`config.mk`:
```
export PLATFORM = sky130hd
export DESIGN_NAME = pbc_objects
export DESIGN_NICKNAME = d
export VERILOG_FILES = /design/src/rtl/pbc_pkg.sv /design/src/rtl/pbc_rate_decode.sv /design/src/rtl/pbc_objects.sv
export VERILOG_INCLUDE_DIRS = /design/src /design/src/rtl
export SDC_FILE = /design/constraint.sdc
export NUM_CORES = 1
export LEC_CHECK = 0
export ABC_AREA = 1
export ABC_CLOCK_PERIOD_IN_PS = 1700
export BUFFER_PORTS_ARGS = -buffer_cell sky130_fd_sc_hd__buf_4
export CAP_MARGIN = 20
export CORE_MARGIN = 5
export CORE_UTILIZATION = 30
export DETAILED_ROUTE_END_ITERATION = 10
export SLEW_MARGIN = 20
export SYNTH_ARGS = -nofsm -noshare
export SYNTH_HDL_FRONTEND = slang
export SYNTH_SLANG_ARGS = --single-unit
```
`constraint.sdc`:
```
create_clock -name mclk -period 1.7 [get_ports mclk]
set_clock_uncertainty 0.15 [all_clocks]
set_input_delay 0.085 -clock mclk [delete_from_list [all_inputs] [get_ports mclk]]
set_output_delay 0.085 -clock mclk [all_outputs]
set_load 0.1 [all_outputs]
```
`src/rtl/pbc_defines.svh`:
```
/*
 * Object indices, subindices, preset values and bit-rate codes for the
 * program and bus configuration objects.
 * Assumes: included by its bare name from files that need these constants.
 */
`ifndef PBC_DEFINES_SVH
`define PBC_DEFINES_SVH

// object indices
`define PBC_IDX_PROG_DATA    16'h1f50
`define PBC_IDX_PROG_CTRL    16'h1f51
`define PBC_IDX_PROG_STAT    16'h1f57
`define PBC_IDX_STARTUP      16'h1f80
`define PBC_IDX_BIT_RATE     16'h2005

// subindices
`define PBC_SUB_COUNT        8'h00
`define PBC_SUB_AREA_BOOT    8'h01
`define PBC_SUB_AREA_SCRIPT  8'h02

// preset values
`define PBC_AREA_COUNT       8'h02
`define PBC_CTRL_RST         8'h00
`define PBC_STAT_RST         32'h0000_0000
`define PBC_STARTUP_RST      32'h0000_0000
`define PBC_STARTUP_OPER_BIT 3
`define PBC_RATE_RST         8'h88

// bit-rate codes and their rates in kBd
`define PBC_RATE_10          8'h81
`define PBC_RATE_20          8'h82
`define PBC_RATE_50          8'h83
`define PBC_RATE_125         8'h84
`define PBC_RATE_250         8'h85
`define PBC_RATE_500         8'h86
`define PBC_RATE_1000        8'h88
`define PBC_KBD_10           11'h00a
`define PBC_KBD_20           11'h014
`define PBC_KBD_50           11'h032
`define PBC_KBD_125          11'h07d
`define PBC_KBD_250          11'h0fa
`define PBC_KBD_500          11'h1f4
`define PBC_KBD_1000         11'h3e8

`endif

```
`src/rtl/pbc_pkg.sv`:
```
/*
 * Types shared by the program and bus configuration objects.
 * Assumes: compiled before any module that imports it.
 */
package pbc_pkg;

    // network management state, one-hot
    typedef enum logic [2:0] {
        PBC_NMT_INIT  = 3'b001,
        PBC_NMT_PREOP = 3'b010,
        PBC_NMT_OPER  = 3'b100
    } pbc_nmt_t;

    typedef logic [10:0] pbc_kbd_t;

endpackage : pbc_pkg

```
`src/rtl/pbc_rate_decode.sv`:
```
/*
 * Bit-rate code decoder: turns the active 8-bit code into a rate in kBd.
 * Assumes: code comes from a register on the same clock, changed only at
 * initialization by the parent.
 */
`timescale 1ns/1ps
`include "pbc_defines.svh"

module pbc_rate_decode
    import pbc_pkg::*;
(
    input  wire logic       mclk,
    input  wire logic       rst,
    input  wire logic [7:0] code,
    output pbc_kbd_t        kbd_r
);

    pbc_kbd_t kbd_nxt;

    // anything else runs at full rate
    always_comb begin
        case (code)
            `PBC_RATE_10:   kbd_nxt = `PBC_KBD_10;
            `PBC_RATE_20:   kbd_nxt = `PBC_KBD_20;
            `PBC_RATE_50:   kbd_nxt = `PBC_KBD_50;
            `PBC_RATE_125:  kbd_nxt = `PBC_KBD_125;
            `PBC_RATE_250:  kbd_nxt = `PBC_KBD_250;
            `PBC_RATE_500:  kbd_nxt = `PBC_KBD_500;
            `PBC_RATE_1000: kbd_nxt = `PBC_KBD_1000;
            default:        kbd_nxt = `PBC_KBD_1000;
        endcase
    end

    // registered so the rate output never glitches
    always_ff @(posedge mclk) begin
        if (rst) begin
            kbd_r <= `PBC_KBD_1000;
        end else begin
            kbd_r <= kbd_nxt;
        end
    end

endmodule : pbc_rate_decode

```
`src/rtl/pbc_objects.sv`:
```
/*
 * Program and bus configuration object entries: program data, control and
 * status per memory area, startup state selection and bus bit-rate setting,
 * reached by index and subindex over an object access port.
 * Assumes: requests, programming engine and reset request are on mclk.
 */
// Functional notes
// - program data has count 2 and writable entries for firmware and script areas
// - program control has count 2 and an 8-bit entry per area, zero after start
// - per-area 32-bit read-only status, zero until programming changes it
// - startup setting zero (preset) leads to pre-operational after initialization
// - startup bit 3 set leads to operational after initialization
// - rate codes 81..86,88 give 10,20,50,125,250,500,1000 kBd; preset 88
// - any unlisted rate code runs the bus at 1000 kBd
`timescale 1ns/1ps
`include "pbc_defines.svh"

module pbc_objects
    import pbc_pkg::*;
#(
    parameter int AREA_CNT = 2
)(
    input  wire logic        mclk,
    input  wire logic        rst,
    input  wire logic [15:0] obj_index,
    input  wire logic [7:0]  obj_sub,
    input  wire logic        obj_rd,
    input  wire logic        obj_wr,
    input  wire logic [31:0] obj_wdata,
    output logic             obj_ack,
    output logic             obj_err,
    output logic [31:0]      obj_rdata,
    output logic [31:0]      prog_word,
    output logic             prog_area,
    output logic             prog_valid,
    output logic [7:0]       prog_ctrl_boot,
    output logic [7:0]       prog_ctrl_script,
    input  wire logic        stat_load,
    input  wire logic        stat_area,
    input  wire logic [31:0] stat_value,
    input  wire logic        comm_reinit,
    output pbc_nmt_t         nmt_state,
    output logic [7:0]       bus_rate_code,
    output pbc_kbd_t         bus_rate_kbd
);

    // the map holds exactly two areas; the subindex decode depends on it
    if (AREA_CNT != 2) begin : g_area_check
        $error("pbc_objects: AREA_CNT must be 2");
    end

    // true when the request addresses one of the two per-area subindices
    function automatic logic is_area(input logic [7:0] sub);
        is_area = (sub == `PBC_SUB_AREA_BOOT) || (sub == `PBC_SUB_AREA_SCRIPT);
    endfunction : is_area

    // area number of a per-area subindex: 0 firmware, 1 script
    function automatic logic area_of(input logic [7:0] sub);
        area_of = (sub == `PBC_SUB_AREA_SCRIPT);
    endfunction : area_of

    logic [7:0]  ctrl_r [2];
    logic [7:0]  ctrl_nxt [2];
    logic [31:0] stat_r [2];
    logic [31:0] stat_nxt [2];
    logic [31:0] startup_r, startup_nxt;
    logic [7:0]  rate_sel_r, rate_sel_nxt;
    logic [7:0]  rate_act_r, rate_act_nxt;
    pbc_nmt_t    nmt_r, nmt_nxt;
    logic        ack_r, ack_nxt;
    logic        err_r, err_nxt;
    logic [31:0] rdata_r, rdata_nxt;
    logic [31:0] pword_r, pword_nxt;
    logic        parea_r, parea_nxt;
    logic        pvalid_r, pvalid_nxt;

    // object access: decode, register updates and the one-cycle answer
    always_comb begin
        logic req;
        logic hit;
        logic ro;
        req          = obj_rd | obj_wr;
        hit          = 1'b0;
        ro           = 1'b0;
        ctrl_nxt     = ctrl_r;
        stat_nxt     = stat_r;
        startup_nxt  = startup_r;
        rate_sel_nxt = rate_sel_r;
        rdata_nxt    = rdata_r;
        pword_nxt    = pword_r;
        parea_nxt    = parea_r;
        pvalid_nxt   = 1'b0;
        case (obj_index)
            `PBC_IDX_PROG_DATA, `PBC_IDX_PROG_CTRL, `PBC_IDX_PROG_STAT: begin
                hit = (obj_sub == `PBC_SUB_COUNT) || is_area(obj_sub);
                ro  = (obj_sub == `PBC_SUB_COUNT) || (obj_index == `PBC_IDX_PROG_STAT);
            end
            `PBC_IDX_STARTUP, `PBC_IDX_BIT_RATE: begin
                hit = (obj_sub == `PBC_SUB_COUNT);
            end
            default: begin
                hit = 1'b0;
            end
        endcase
        // both strobes at once, unknown entries and writes to read-only fail
        err_nxt = req & ((obj_rd & obj_wr) | !hit | (obj_wr & ro));
        ack_nxt = req;
        if (obj_rd && !err_nxt) begin
            rdata_nxt = 32'h0000_0000;
            case (obj_index)
                `PBC_IDX_PROG_DATA, `PBC_IDX_PROG_CTRL, `PBC_IDX_PROG_STAT: begin
                    if (obj_sub == `PBC_SUB_COUNT) begin
                        rdata_nxt = {24'h00_0000, `PBC_AREA_COUNT};
                    end else if (obj_index == `PBC_IDX_PROG_CTRL) begin
                        rdata_nxt = {24'h00_0000, ctrl_r[area_of(obj_sub)]};
                    end else if (obj_index == `PBC_IDX_PROG_STAT) begin
                        rdata_nxt = stat_r[area_of(obj_sub)];
                    end
                    // a domain entry is write-only data; it reads back as zero
                end
                `PBC_IDX_STARTUP: begin
                    rdata_nxt = startup_r;
                end
                default: begin
                    rdata_nxt = {24'h00_0000, rate_sel_r};
                end
            endcase
        end
        if (obj_wr && !err_nxt) begin
            case (obj_index)
                `PBC_IDX_PROG_DATA: begin
                    pword_nxt  = obj_wdata;
                    parea_nxt  = area_of(obj_sub);
                    pvalid_nxt = 1'b1;
                end
                `PBC_IDX_PROG_CTRL: begin
                    ctrl_nxt[area_of(obj_sub)] = obj_wdata[7:0];
                end
                `PBC_IDX_STARTUP: begin
                    startup_nxt = obj_wdata;
                end
                default: begin
                    rate_sel_nxt = obj_wdata[7:0];
                end
            endcase
        end
        // status changes only by programming activity
        if (stat_load) begin
            stat_nxt[stat_area] = stat_value;
        end
    end

    // registers of the access port and the entries
    always_ff @(posedge mclk) begin
        if (rst) begin
            ctrl_r     <= '{`PBC_CTRL_RST, `PBC_CTRL_RST};
            stat_r     <= '{`PBC_STAT_RST, `PBC_STAT_RST};
            startup_r  <= `PBC_STARTUP_RST;
            rate_sel_r <= `PBC_RATE_RST;
            rdata_r    <= 32'h0000_0000;
            ack_r      <= 1'b0;
            err_r      <= 1'b0;
            pword_r    <= 32'h0000_0000;
            parea_r    <= 1'b0;
            pvalid_r   <= 1'b0;
        end else begin
            ctrl_r     <= ctrl_nxt;
            stat_r     <= stat_nxt;
            startup_r  <= startup_nxt;
            rate_sel_r <= rate_sel_nxt;
            rdata_r    <= rdata_nxt;
            ack_r      <= ack_nxt;
            err_r      <= err_nxt;
            pword_r    <= pword_nxt;
            parea_r    <= parea_nxt;
            pvalid_r   <= pvalid_nxt;
        end
    end

    // startup state machine; init lasts one cycle and loads the bus rate
    always_comb begin
        nmt_nxt      = nmt_r;
        rate_act_nxt = rate_act_r;
        case (nmt_r)
            PBC_NMT_INIT: begin
                rate_act_nxt = rate_sel_r;
                nmt_nxt = startup_r[`PBC_STARTUP_OPER_BIT] ? PBC_NMT_OPER : PBC_NMT_PREOP;
            end
            PBC_NMT_PREOP, PBC_NMT_OPER: begin
                nmt_nxt = nmt_r;
            end
            default: begin
                nmt_nxt = PBC_NMT_INIT;
            end
        endcase
        // a reset request restarts initialization from any state
        if (comm_reinit) begin
            nmt_nxt = PBC_NMT_INIT;
        end
    end

    // preset rate active from reset so the bus can talk before init ends
    always_ff @(posedge mclk) begin
        if (rst) begin
            nmt_r      <= PBC_NMT_INIT;
            rate_act_r <= `PBC_RATE_RST;
        end else begin
            nmt_r      <= nmt_nxt;
            rate_act_r <= rate_act_nxt;
        end
    end

    pbc_rate_decode u_rate (
        .mclk  (mclk),
        .rst   (rst),
        .code  (rate_act_r),
        .kbd_r (bus_rate_kbd)
    );

    assign obj_ack          = ack_r;
    assign obj_err          = err_r;
    assign obj_rdata        = rdata_r;
    assign prog_word        = pword_r;
    assign prog_area        = parea_r;
    assign prog_valid       = pvalid_r;
    assign prog_ctrl_boot   = ctrl_r[0];
    assign prog_ctrl_script = ctrl_r[1];
    assign nmt_state        = nmt_r;
    assign bus_rate_code    = rate_act_r;

    // checks on the entries and the startup behaviour
    a_count_reads_two: assert property (@(posedge mclk) disable iff (rst)
        obj_rd && !obj_wr && obj_sub == `PBC_SUB_COUNT && obj_index == `PBC_IDX_PROG_DATA
        |=> obj_ack && !obj_err && obj_rdata == 32'h0000_0002)
        else $error("program data entry count not two");
    a_domain_stream: assert property (@(posedge mclk) disable iff (rst)
        obj_wr && !obj_rd && obj_index == `PBC_IDX_PROG_DATA && obj_sub == `PBC_SUB_AREA_SCRIPT
        |=> prog_valid && prog_area && prog_word == $past(obj_wdata))
        else $error("script domain write not passed on");
    a_ctrl_write_holds: assert property (@(posedge mclk) disable iff (rst)
        obj_wr && !obj_rd && obj_index == `PBC_IDX_PROG_CTRL && obj_sub == `PBC_SUB_AREA_BOOT
        |=> prog_ctrl_boot == $past(obj_wdata[7:0]) && !obj_err)
        else $error("firmware control byte not stored");
    a_ctrl_reset_zero: assert property (@(posedge mclk) disable iff (rst)
        $fell(rst) |-> prog_ctrl_boot == 8'h00 && prog_ctrl_script == 8'h00)
        else $error("control bytes not zero after reset");
    a_stat_readonly: assert property (@(posedge mclk) disable iff (rst)
        obj_wr && obj_index == `PBC_IDX_PROG_STAT |=> obj_ack && obj_err)
        else $error("status write not refused");
    a_stat_reset_zero: assert property (@(posedge mclk) disable iff (rst)
        $fell(rst) |-> stat_r[0] == 32'h0000_0000 && stat_r[1] == 32'h0000_0000)
        else $error("status not zero after reset");
    a_startup_preop: assert property (@(posedge mclk) disable iff (rst)
        nmt_state == PBC_NMT_INIT && !startup_r[3] && !comm_reinit ##1 !comm_reinit
        |-> nmt_state == PBC_NMT_PREOP [*2])
        else $error("startup zero did not give pre-operational");
    a_startup_oper: assert property (@(posedge mclk) disable iff (rst)
        nmt_state == PBC_NMT_INIT && startup_r[3] && !comm_reinit
        |=> nmt_state == PBC_NMT_OPER)
        else $error("startup bit 3 did not give operational");
    a_rate_decode: assert property (@(posedge mclk) disable iff (rst)
        nmt_state == PBC_NMT_INIT && rate_sel_r == `PBC_RATE_125 && !comm_reinit
        |=> ##1 bus_rate_kbd == `PBC_KBD_125)
        else $error("code 84 not decoded as 125 kBd");
    a_rate_fallback: assert property (@(posedge mclk) disable iff (rst)
        nmt_state == PBC_NMT_INIT && rate_sel_r == 8'h87 && !comm_reinit
        |=> ##1 bus_rate_kbd == `PBC_KBD_1000)
        else $error("unlisted code not run at 1000 kBd");
    a_rate_held: assert property (@(posedge mclk) disable iff (rst)
        nmt_state != PBC_NMT_INIT |=> $stable(bus_rate_code))
        else $error("bus rate changed outside initialization");

    c_oper_start: cover property (@(posedge mclk) disable iff (rst)
        nmt_state == PBC_NMT_INIT ##1 nmt_state == PBC_NMT_OPER);
    c_rate_change: cover property (@(posedge mclk) disable iff (rst)
        $changed(bus_rate_code));
    c_status_load: cover property (@(posedge mclk) disable iff (rst)
        stat_load && stat_value != 32'h0000_0000);

endmodule : pbc_objects

```
## After elaboration in Yosys (flattened, before gate mapping)

Cells that the tools add are included.

| word-level totals | value |
|---|---|
| bits in registers | 210 |

| operators by class | value |
|---|---|
| equal/unequal tests | 16 |
| reduce and logical (&&, ||, !) cells | 20 |
| multiplexer cells | 22 |
| order comparisons | 4 |
| bitwise gates (word level) | 10 |

Operators by type and width:

| cell | count |
|---|---|
| $mux W32 | 7 |
| $bwmux W64 | 1 |
| $eq A16 B13 Y1 const B | 4 |
| $pmux W32 S2 | 1 |
| $pmux W10 S6 | 1 |
| $eq A8 B8 Y1 const B | 6 |
| $demux W32 S1 | 1 |
| $mux W8 | 4 |
| $bwmux W16 | 1 |
| $eq A16 B14 Y1 const B | 1 |
| $demux W8 S1 | 1 |
| $eq A8 B1 Y1 const B | 1 |
| $eq A8 B2 Y1 const B | 1 |
| $logic_not A8 Y1 | 1 |
| $reduce_and A2 Y1 | 4 |
| $reduce_or A2 Y1 | 4 |
| $pmux W3 S2 | 1 |
| $reduce_or A3 Y1 | 2 |
| $ge A2 B2 Y1 const B | 2 |
| $logic_and A1 B1 Y1 | 4 |
| $lt A2 B1 Y1 const B | 2 |
| $not A1 Y2 | 2 |
| $and A1 B1 Y1 | 3 |
| $eq A3 B1 Y1 const B | 1 |
| other kinds (9) | 16 |

## Longest topological paths before layout

Gate-level depths: netlist of the first run.

| logic depth | value |
|---|---|
| depth in word-level cells | 12 |
| mapped depth | 14 |
| mapped depth without buffers | 13 |

## Hierarchy

From an unflattened synthesis of the first run, not the netlist that was laid out.

| unflattened totals | value |
|---|---|
| cells, all modules | 1311 |
| area total of the unflattened synthesis | 8987.4 um^2 |

By module, submodules not included:

| module | seq. area each (um^2) | area each (um^2) | cells each | instances |
|---|---|---|---|---|
| pbc_objects | 3983.8 | 8519.4 | 1253 | 1 |
| pbc_rate_decode | 200.2 | 467.9 | 58 | 1 |

## Worst setup path after synthesis of the first run

No wires, ideal clock.

| path | value |
|---|---|
| path type | register to register |
| start point | register rate_act_r[7], in the netlist bus_rate_code[7] |
| end point | register u_rate.kbd_r[7] |
| data arrival time | 2.204 ns |
| path buffers | 0 |
| required time | 1.427 ns |
| stages on the path, launching flop included | 13 |
| slack | -0.778 ns |
| library setup time | 0.123 ns |
| cells stage by stage | dfxtp_1 -> inv_1 -> nor2_1 -> nand2_1 -> inv_1 -> nand2_1 -> nor2_1 -> a21oi_1 -> a21oi_1 -> nor2_1 -> inv_1 -> nand2_1 -> or2_2 |

| on the way | value |
|---|---|
| word-level cells in the longest chain between the ends | 2 |

Ends and longest elaborated chain:

| what | line | source |
|---|---|---|
| from (decl) | pbc_objects.sv:68 | `logic [7:0] rate_act_r, rate_act_nxt;` |
| from (signal assigned) | pbc_objects.sv:206 | `` rate_act_r <= `PBC_RATE_RST; `` |
| from (signal assigned) | pbc_objects.sv:209 | `rate_act_r <= rate_act_nxt;` |
| $eq A8 B8 Y1 | pbc_rate_decode.sv:22 | `case (code)` |
| $pmux W10 S6 (*) | pbc_rate_decode.sv:22 |  |
| to (signal assigned) | pbc_rate_decode.sv:37 | `` kbd_r <= `PBC_KBD_1000; `` |
| to (signal assigned) | pbc_rate_decode.sv:39 | `kbd_r <= kbd_nxt;` |
| to (decl) | pbc_rate_decode.sv:15 | `output pbc_kbd_t kbd_r` |

Mark *: on every way between the ends. The rest lies on a longest branch, timed or not.
A chain may end at the register's enable or synchronous reset.

## Final worst setup path of the first run

Same ends and word-level chain as after synthesis.

==> results of run 1 <==
## flip-flops by register name, summed over array words and instances, names as in the netlist, 3 cells and up
signal            flops
prog_ctrl_script      8
rate_sel_r            8
nmt_state             3
obj_rdata            32
bus_rate_code         8
stat_r               64
prog_ctrl_boot        8
startup_r            32
u_rate.kbd_r         10
prog_word            32
## tightest hold or removal path: cells and delay by family
kind	cells	cell delay, ns
buf+inv	3	0.35
simple gates	3	0.17
## cell usage after synthesis, drive strengths merged
library cell / number / area (sq um)
o21bai: 1 / 7.510
nand2: 388 / 1471
nand4: 3 / 25.02
clkbuf: 48 / 180.2
or3: 1 / 6.260
or2: 3 / 18.77
o21ai: 113 / 565.5
nor2: 291 / 1120
conb: 1 / 3.750
inv: 118 / 442.9
nor3: 5 / 52.55
and3b: 1 / 8.760
a21oi: 75 / 379.1
nor4: 2 / 12.51
dfxtp: 209 / 4184
nand3: 62 / 322.8
o211ai: 3 / 22.52
buf: 26 / 145.1
o21a: 1 / 7.510
## layout by cell type (no fill, tap or decap), types with 3 or more instances in the layout
cell type	synthesis	final
a21oi_1	74	72
buf_12	0	16
buf_4	2	259
clkbuf_1	48	9
clkbuf_16	0	27
clkbuf_8	0	6
clkinv_2	0	3
dfxtp_1	209	198
dfxtp_2	0	3
dfxtp_4	0	8
dlygate4sd3_1	0	102
inv_1	118	112
inv_2	0	4
nand2_1	384	379
nand2_2	3	7
nand3_1	61	58
nand3_2	0	3
nor2_1	286	270
nor2_2	2	15
nor2_4	3	6
nor3_2	1	3
o211ai_1	3	3
o21ai_0	113	111
## through the flow
step	setup WS (ns)	hold WS, ns	cells
after floorplan	-0.2036	0.03866	1351
after global placement	-0.2326	0.1360	1936
after detailed placement	-0.2717	0.1374	1936
after CTS	-0.03892	0.00001815	2086
after global routing	-0.1382	0.002695	2095
final	-0.02888	-0.03093	2095
## what timing repair did
| item | 4_1_cts | 5_1_grt |
|---|---|---|
| endpoints found under the hold margin | 182 | 4 |
| endpoints found under the setup margin | 2 | 33 |
| resized for setup | 7 | 32 |
| buffers inserted | 3 | 7 |
| gates cloned | 0 | 3 |
| pin swaps | 7 | 11 |
| hold buffers | 102 | 3 |
## cells by family after synthesis
logic type             count (synthesis)  share of synthesized area
AND/OR/NAND/NOR                      756                     0.3384
buffers and inverters                192                    0.08559
flip-flops                           209                     0.4661
AO/OA/AOI/OAI                        193                     0.1094
other                                  1                  0.0004178
## power by group through the flow
| stage | registers (W) | logic, W | clock network, W |
|---|---|---|---|
| floorplan | 0.00566 | 0.000456 | 0 |
| global placement | 0.00525 | 0.00139 | 0 |
| detailed placement | 0.00525 | 0.00140 | 0 |
| CTS | 0.00515 | 0.00161 | 0.00547 |
| global route | 0.00517 | 0.00180 | 0.00571 |
| finish | 0.00515 | 0.00166 | 0.00531 |
## worst max path at each step
stage	end	cells past startpoint
global route	u_rate.kbd_r[7]	12
detailed placement	startup_r[1]	12
finish	u_rate.kbd_r[7]	12
CTS	u_rate.kbd_r[7]	12
global placement	obj_rdata[2]	12
floorplan	u_rate.kbd_r[7]	12
## routing by layer
metal	global-route usage	wire length [microns]	share of wire
met5	0	0	0
met4	0.05632	905	0.030
met3	0.03114	1799	0.061
met2	0.2920	14000	0.47
met1	0.2109	13020	0.44
## final cells by class
class,instances,area [sq um],area share
Inverter,118,449.2,0.03323
Tap cell,390,488.0,0.03610
Multi-Input combinational cell,950,4156,0.3075
Clock buffer,40,742.0,0.05489
Clock inverter,5,78.83,0.005831
Timing Repair Buffer,383,3386,0.2505
Sequential cell,209,4218,0.3120
==> results.tsv, run 1 <==
metric	value	unit
share of layout cells above drive strength 1	0.2229	
min cycle time layout	1.729	ns
fin. max-slew vios	0	
core area	29560	sq um
most used cell, CP	inv_2	
routability cong.	0.8367	
pwr dens	896.6	nW/um^2
Buf/Inv on CP	3	
#FFs+latches synth	209	
hpwl dp	20370	microns
Die Height	183.0	microns
Vias per Instance	4.489	
critical-path maximum fanout	4	
VDD IR max	0.7020	mV
Int Pwr	0.008974	W
routed length per instance	14.19	microns
htree depth	1	
Inserted Diodes	0	
DRC errors left	0	
Hold Vio Cnt, Final	5	
GRT overflow	0	
CTS tree	done	
crit-path max cell delay	0.35	ns
Critical Path AT	1.99	ns
Reg clk slew, reported paths	0.06	ns
hold endpoint	stat_r[57]	
Placed Area	11430	sq um
Bufs on Longest Clock Path	3	
Hold WC Path Type	in2reg	
Netlist Area Pre-Place	8976	sq um
status	finished, violations left	
failing checks	negative hold slack, negative setup slack	
Worst Setup SP	bus_rate_code[7]	
ANT nets after route	0	
Final setup viols	2	
clock sinks	209	
CTS root buffer	clkbuf_16	
FMAX	578.4	MHz
Post-Synthesis Cells	1351	
Seq pwr share	0.425	
Final nets	1782	
Net Count, Synth	1446	
Switch Pwr	0.003147	W
Slew @ Worst Pin	0.5285	ns
Worst Path Required	1.96	ns
DIE AREA	33480	sq um
Top delay family on crit path	simple AND/OR/NAND/NOR gates	
RSZ-0062 raised after global routing	yes	
sequential share of the synthesized area	0.4661	
final core occ	0.4573	
worst hold start	stat_area	
Yosys cell types	32	
Max Cap Viol	0	
Final Cycle Share	1.017	
drt first-iter violations	579	
Slew Limit Headroom	0.6473	
Layout area overhead	50.60	%
Tot GR Track Use	0.1682	
routed wire length	29730	microns
Critical Path Start Type	flip-flop	
starting density of the core	0.3037	
num rows	63	
r2r setup slk	-0.03	ns
kind of critical path	reg2reg	
worst path cell trace	inv_2 -> nor2_2 -> nand2_1 -> inv_2 -> nand2_2 -> nor2_4 -> a21oi_2 -> a21oi_2 -> nor2_2 -> inv_2 -> nand2_2 -> or2_4	
hold path depth	6	
syn_area_per_cell	6.644	sq um
FF-to-FF Start	bus_rate_code[7]	
vias in the first global route	9037	
initial antenna violation count	0	
critical path capture point type	flip-flop	
worst setup margin	-0.02888	ns
final total power	0.01212	W
Reg2Reg Depth	12	
Combinational Power Share	0.137	
Static Leak	6.406	nW
vias after detailed routing	9404	
Die Width	183.0	microns
clk_lat worst skew	0.52	ns
R2R Path End	u_rate.kbd_r[7]	
Num CTS Buffers	25	
final hold slack	-0.03093	ns
fillers	2970	
Synth warnings	0	
clock share of power	0.438	
port buffer count	199	
sw frac	0.2596	
Crit-path slowest cell	dfxtp_4	
largest net degree at the start of global routing	59	
TNS Setup	-0.03434	ns
Design Area, Final	13520	sq um
global-route wire length before repair	46220	microns
drt pass-1 iters	5	
io pins	201	
(Power assumes the default switching activity.)
==> inputs of run 2 (changes only) <==
--- a/config.mk
+++ b/config.mk
@@ -13,6 +13,7 @@
 export CORE_MARGIN = 5
 export CORE_UTILIZATION = 30
 export DETAILED_ROUTE_END_ITERATION = 10
+export RECOVER_POWER = 100
 export SLEW_MARGIN = 20
 export SYNTH_ARGS = -nofsm -noshare
 export SYNTH_HDL_FRONTEND = slang
==> run 2 against run 1 <==
The run ends with negative setup slack left. Sequential power is essentially flat. Register-to-register slack is essentially flat. Clock power is essentially flat. Highest routed layer unchanged.
==> results.tsv, run 2 (synthesized netlist as in run 1, its figures left out) <==
metric	value	unit	change
status	finished, violations left		
failing checks	negative setup slack		
share of layout cells above drive strength 1	0.2164		-0.006452
Final setup viols	1		-1
fin. max-slew vios	0		unchanged
io pins	201		unchanged
Bufs on Longest Clock Path	3		unchanged
most used cell, CP	inv_2		
worst path cell trace	inv_2 -> nor2_2 -> nand2_1 -> inv_2 -> nand2_2 -> nor2_4 -> a21oi_2 -> a21oi_2 -> nor2_2 -> inv_2 -> nand2_2 -> or2_4		
Hold WC Path Type	in2reg		
core area	29560	sq um	unchanged
Largest register FFs	64		unchanged
Crit-path slowest cell	dfxtp_4		
Combinational Power Share	0.133		-0.004
Final Cycle Share	1.013		-0.004478
DRC errors left	0		unchanged
vias in the first global route	9037		unchanged
Placed Area	11430	sq um	unchanged
critical-path maximum fanout	4		unchanged
Buf/Inv on CP	3		unchanged
Switch Pwr	0.003144	W	-0.11%
pwr dens	914.5	nW/um^2	+2.0%
num rows	63		unchanged
Seq pwr share	0.427		+0.002
Reg clk slew, reported paths	0.06	ns	about the same
critical path capture point type	flip-flop		
routability cong.	0.8367		unchanged
most common cell after layout, fill and taps aside	nand2_1		
hpwl dp	20370	microns	unchanged
Hold Vio Cnt, Final	0		-5
worst setup margin	-0.02127	ns	+0.007613 ns
Top delay family on crit path	simple AND/OR/NAND/NOR gates		
Final nets	1782		unchanged
VDD IR max	0.7026	mV	about the same
Critical Path AT	1.98	ns	about the same
clock share of power	0.440		+0.002
Static Leak	6.304	nW	-1.6%
Design Area, Final	13200	sq um	-2.4%
Critical Path Start Type	flip-flop		
starting density of the core	0.3037		unchanged
initial antenna violation count	0		unchanged
Slew @ Worst Pin	0.7212	ns	+0.1927 ns
Int Pwr	0.008924	W	-0.55%
Num CTS Buffers	25		unchanged
clock sinks	209		unchanged
Worst Path Required	1.96	ns	about the same
Layout area overhead	47.00	%	
crit-path max cell delay	0.34	ns	about the same
RSZ-0062 raised after global routing	yes		
sw frac	0.2605		+0.0008616
drt first-iter violations	587		+1.4%
Max Cap Viol	0		unchanged
CTS root buffer	clkbuf_16		
commonest cells after routing, fill and taps aside	nand2_1, nor2_1, dfxtp_1		
Slew Limit Headroom	0.5192		-0.1281
global-route wire length before repair	46220	microns	unchanged
GRT overflow	0		unchanged
routed length per instance	14.18	microns	about the same
Vias per Instance	4.489		unchanged
ANT nets after route	0		unchanged
min cycle time layout	1.721	ns	-0.007613 ns
DIE AREA	33480	sq um	unchanged
Die Width	183.0	microns	unchanged
Inserted Diodes	0		unchanged
drt pass-1 iters	5		unchanged
CTS tree	done		
port buffer count	199		unchanged
Top reg by flops	stat_r		
Die Height	183.0	microns	unchanged
largest net degree at the start of global routing	59		unchanged
clk_lat worst skew	0.52	ns	about the same
FMAX	581.0	MHz	+0.44%
Tot GR Track Use	0.1682		unchanged
htree depth	1		unchanged
vias after detailed routing	9404		unchanged
kind of critical path	reg2reg		
routed wire length	29710	microns	about the same
TNS Setup	-0.02127	ns	+0.01307 ns
-- run 2: cell count changes in the layout (fill, tap and decap cells not counted), sizes merged --
| cell | change |
|---|---|
| buf | -71 |
| clkbuf | +71 |
-- run 2: final cells by class --
type                            instances  area [sq um]
Multi-Input combinational cell        950          4141
Tap cell                              390         488.0
Inverter                              118         449.2
Fill cell                            3035         16360
Clock buffer                           40         742.0
Sequential cell                       209          4217
Clock inverter                          5         78.83
Timing Repair Buffer                  383          3079
-- run 2: per-stage QoR --
stage / power [W] / setup WS (ns) / util / cells / hold slack (ns)
2_1_floorplan: 0.006117 / -0.2036 / - / 1351 / 0.03866
3_3_place_gp: 0.006638 / -0.2326 / 0.3866 / 1936 / 0.1360
3_5_place_dp: 0.006653 / -0.2717 / 0.3866 / 1936 / 0.1374
4_1_cts: 0.01223 / -0.03892 / 0.4503 / 2086 / 0.00001815
5_1_grt: 0.01262 / -0.1382 / 0.4464 / 2095 / 0.05519
6_report: 0.01207 / -0.02127 / 0.4464 / 2095 / 0.03022
-- run 2: routing by layer --
metal	global-route usage	wire, microns	vias to the layer above
met5	0	0	-
met4	0.05632	907	0
met3	0.03114	1808	62
met2	0.2920	14010	262
met1	0.2109	12990	4228
li1	-	-	4852
-- run 2: worst paths after layout --
check,startpoint,end,slack [ns],depth (start not counted)
worst max-delay path,bus_rate_code[7],u_rate.kbd_r[7],-0.02,12
worst min-delay path,rst,bus_rate_code[3],0.03,4
worst max register to register,bus_rate_code[7],u_rate.kbd_r[7],-0.02,12
worst min register to register,stat_r[4],stat_r[4],0.29,2
-- run 2: worst reg2reg max path, stage by stage, from the launching register on --
cell	delay, ns
dfxtp_4	0.34
inv_2	0.04
nor2_2	0.07
nand2_1	0.06
inv_2	0.08
nand2_2	0.10
nor2_4	0.12
a21oi_2	0.06
a21oi_2	0.18
nor2_2	0.07
inv_2	0.07
nand2_2	0.05
or2_4	0.22
-- run 2: power groups by stage --
stage | clock network [W] | logic, W | registers, W
3_5_place_dp | 0 | 0.00140 | 0.00525
3_3_place_gp | 0 | 0.00139 | 0.00525
2_1_floorplan | 0 | 0.000456 | 0.00566
4_1_cts | 0.00547 | 0.00161 | 0.00515
6_report | 0.00531 | 0.00161 | 0.00515
5_1_grt | 0.00571 | 0.00174 | 0.00517
-- run 2: what timing repair did --
action | CTS | global route
endpoints found under the setup margin | 2 | 33
setup buffers | 3 | 7
gates cloned | 0 | 3
resized for setup | 7 | 32
pin swaps | 7 | 11
endpoints found under the hold margin | 182 | 4
hold buffers | 102 | 3
==> inputs of run 3 (changes only) <==
--- a/config.mk
+++ b/config.mk
@@ -10,6 +10,7 @@
 export ABC_CLOCK_PERIOD_IN_PS = 1700
 export BUFFER_PORTS_ARGS = -buffer_cell sky130_fd_sc_hd__buf_4
 export CAP_MARGIN = 20
+export CORE_ASPECT_RATIO = 0.7
 export CORE_MARGIN = 5
 export CORE_UTILIZATION = 30
 export DETAILED_ROUTE_END_ITERATION = 10
==> run 3 against run 2 <==
The flow now finishes without violations. Clock power fell by 2%. Design area shrank 1.8%. Combinational power down 4%. Largest cell class unchanged. Largest power group unchanged.
==> results.tsv, run 3 (synthesized netlist as in run 1, its figures left out) <==
metric	value	unit	change
status	finished, final reports clean		
port buffer count	199		unchanged
initial antenna violation count	0		unchanged
clock sinks	209		unchanged
Die Height	154.7	microns	-15%
Inserted Diodes	0		unchanged
Reg2Reg Depth	12		unchanged
DRC errors left	0		unchanged
R2R Path End	u_rate.kbd_r[7]		
starting density of the core	0.3015		-0.002195
Top reg by flops	stat_r		
Slew Limit Headroom	0.5475		+0.02824
drt pass-1 iters	5		unchanged
ANT nets after route	0		unchanged
Critical Path Start Type	flip-flop		
routed wire length	29940	microns	+0.76%
Final setup viols	0		-1
Hold WC Path Type	in2reg		
CTS tree	done		
Hold Vio Cnt, Final	0		unchanged
num rows	53		-16%
Placed Cells	1927		-0.46%
hpwl dp	21160	microns	+3.9%
FMAX	589.5	MHz	+1.5%
Final Cycle Share	0.9978		-0.01470
Reg clk slew, reported paths	0.07	ns	about the same
Vias per Instance	4.474		-0.33%
commonest cells after routing, fill and taps aside	nand2_1, nor2_1, buf_4		
final core occ	0.4352		-0.01121
GRT overflow	0		unchanged
Worst Setup SP	bus_rate_code[7]		
fin. max-slew vios	0		unchanged
pwr dens	916.9	nW/um^2	+0.26%
DIE AREA	33530	sq um	+0.16%
worst hold start	stat_area		
kind of critical path	reg2reg		
r2r setup slk	0.004	ns	+0.02 ns
Placed Area	11400	sq um	-0.21%
clk_lat worst skew	0.53	ns	about the same
share of layout cells above drive strength 1	0.2184		+0.001989
Num CTS Buffers	23		-8.0%
global-route wire length before repair	47130	microns	+2.0%
Die Width	216.7	microns	+18%
Slew @ Worst Pin	0.6788	ns	-0.04236 ns
io pins	201		unchanged
drt first-iter violations	544		-7.3%
Layout area overhead	44.35	%	
Tot GR Track Use	0.1728		+0.004562
critical path capture point type	flip-flop		
core area	29770	sq um	+0.73%
Worst Path Required	1.96	ns	about the same
Max Cap Viol	0		unchanged
Largest register FFs	64		unchanged
Design Area, Final	12960	sq um	-1.8%
largest net degree at the start of global routing	59		unchanged
vias in the first global route	8821		-2.4%
VDD IR max	0.6127	mV	-13%
min cycle time layout	1.696	ns	-0.02499 ns
FF-to-FF Start	bus_rate_code[7]		
Critical Path AT	1.96	ns	-0.02 ns
Worst Setup EP	u_rate.kbd_r[7]		
Static Leak	6.131	nW	-2.7%
critical-path maximum fanout	2		-2
CTS root buffer	clkbuf_16		
Bufs on Longest Clock Path	3		unchanged
htree depth	1		unchanged
Final nets	1742		-2.2%
vias after detailed routing	9158		-2.6%
RSZ-0062 raised after global routing	yes		
non-filler cells, final	2047		-2.3%
routed length per instance	14.63	microns	+3.1%
most common cell after layout, fill and taps aside	nand2_1		
routability cong.	0.8419		+0.62%
## run 3: cell types whose count changed in the layout (fill, tap and decap cells not counted), sizes merged
cell and delta:
buf +25, clkbuf -42, clkdlybuf4s25 +1, clkinv +4, dlygate4sd3 -31, dlymetal6s4s -1
inv +1
## run 3: routing by layer
metal  track usage  wire length (microns)
met1        0.2235                  13460
met2        0.2981                  13920
met3       0.04089                   2013
met4       0.03238                    548
met5             0                      0
## run 3: how the worst min path moves through the flow
stage                         to  slack, ns  cells after the start
detailed placement  nmt_state[0]       0.14                      3
global placement    nmt_state[0]       0.14                      3
finish                stat_r[40]       0.11                      5
CTS                   stat_r[40]       0.01                      5
floorplan           nmt_state[0]       0.04                      2
global route          stat_r[40]       0.17                      5
## run 3: report_power, final
group	total, W	switching (W)	internal (W)
clock	0.00518	0.00213	0.00305
combinational	0.00155	0.000999	0.000553
sequential	0.00515	0.0000883	0.00506
total	0.0119	0.00321	0.00867
## run 3: through the flow
step	setup TNS [ns]	power, W	setup slack [ns]	hold WS [ns]
2_1_floorplan	-0.3233	0.006117	-0.2036	0.03866
3_3_place_gp	-31.22	0.006637	-0.4051	0.1403
3_5_place_dp	-38.07	0.006651	-0.4615	0.1411
4_1_cts	-0.008853	0.01201	-0.008853	0.01218
5_1_grt	-0.3626	0.01234	-0.1100	0.1659
6_report	0	0.01188	0.003721	0.1058
## run 3: critical path, cell delays in order, from the launching register on
cell and delay [ns]:
dfxtp_4 0.35, inv_4 0.04, nor2_4 0.07, nand2_2 0.08
inv_4 0.08, nand2_4 0.05, nor2_4 0.12, a21oi_2 0.08
a21oi_2 0.17, nor2_2 0.06, inv_2 0.07, nand2_2 0.05
or2_4 0.22
## run 3: repair_timing
action                                  CTS  global route
setup buffers                             5             4
endpoints found under the hold margin   189             0
endpoints found under the setup margin    3            95
hold buffers                             72             0
pin swaps                                 5            13
gates resized for setup                   7            24
cloned                                    0             0
## run 3: area by class of cell
class,instances,area (sq um)
multi-input cells,950,4139
well taps,385,481.7
repair buffers,345,2897
clock buffers,30,663.1
clock inverters,10,111.4
inverters,118,449.2
fillers,3070,16820
flip-flops and latches,209,4217
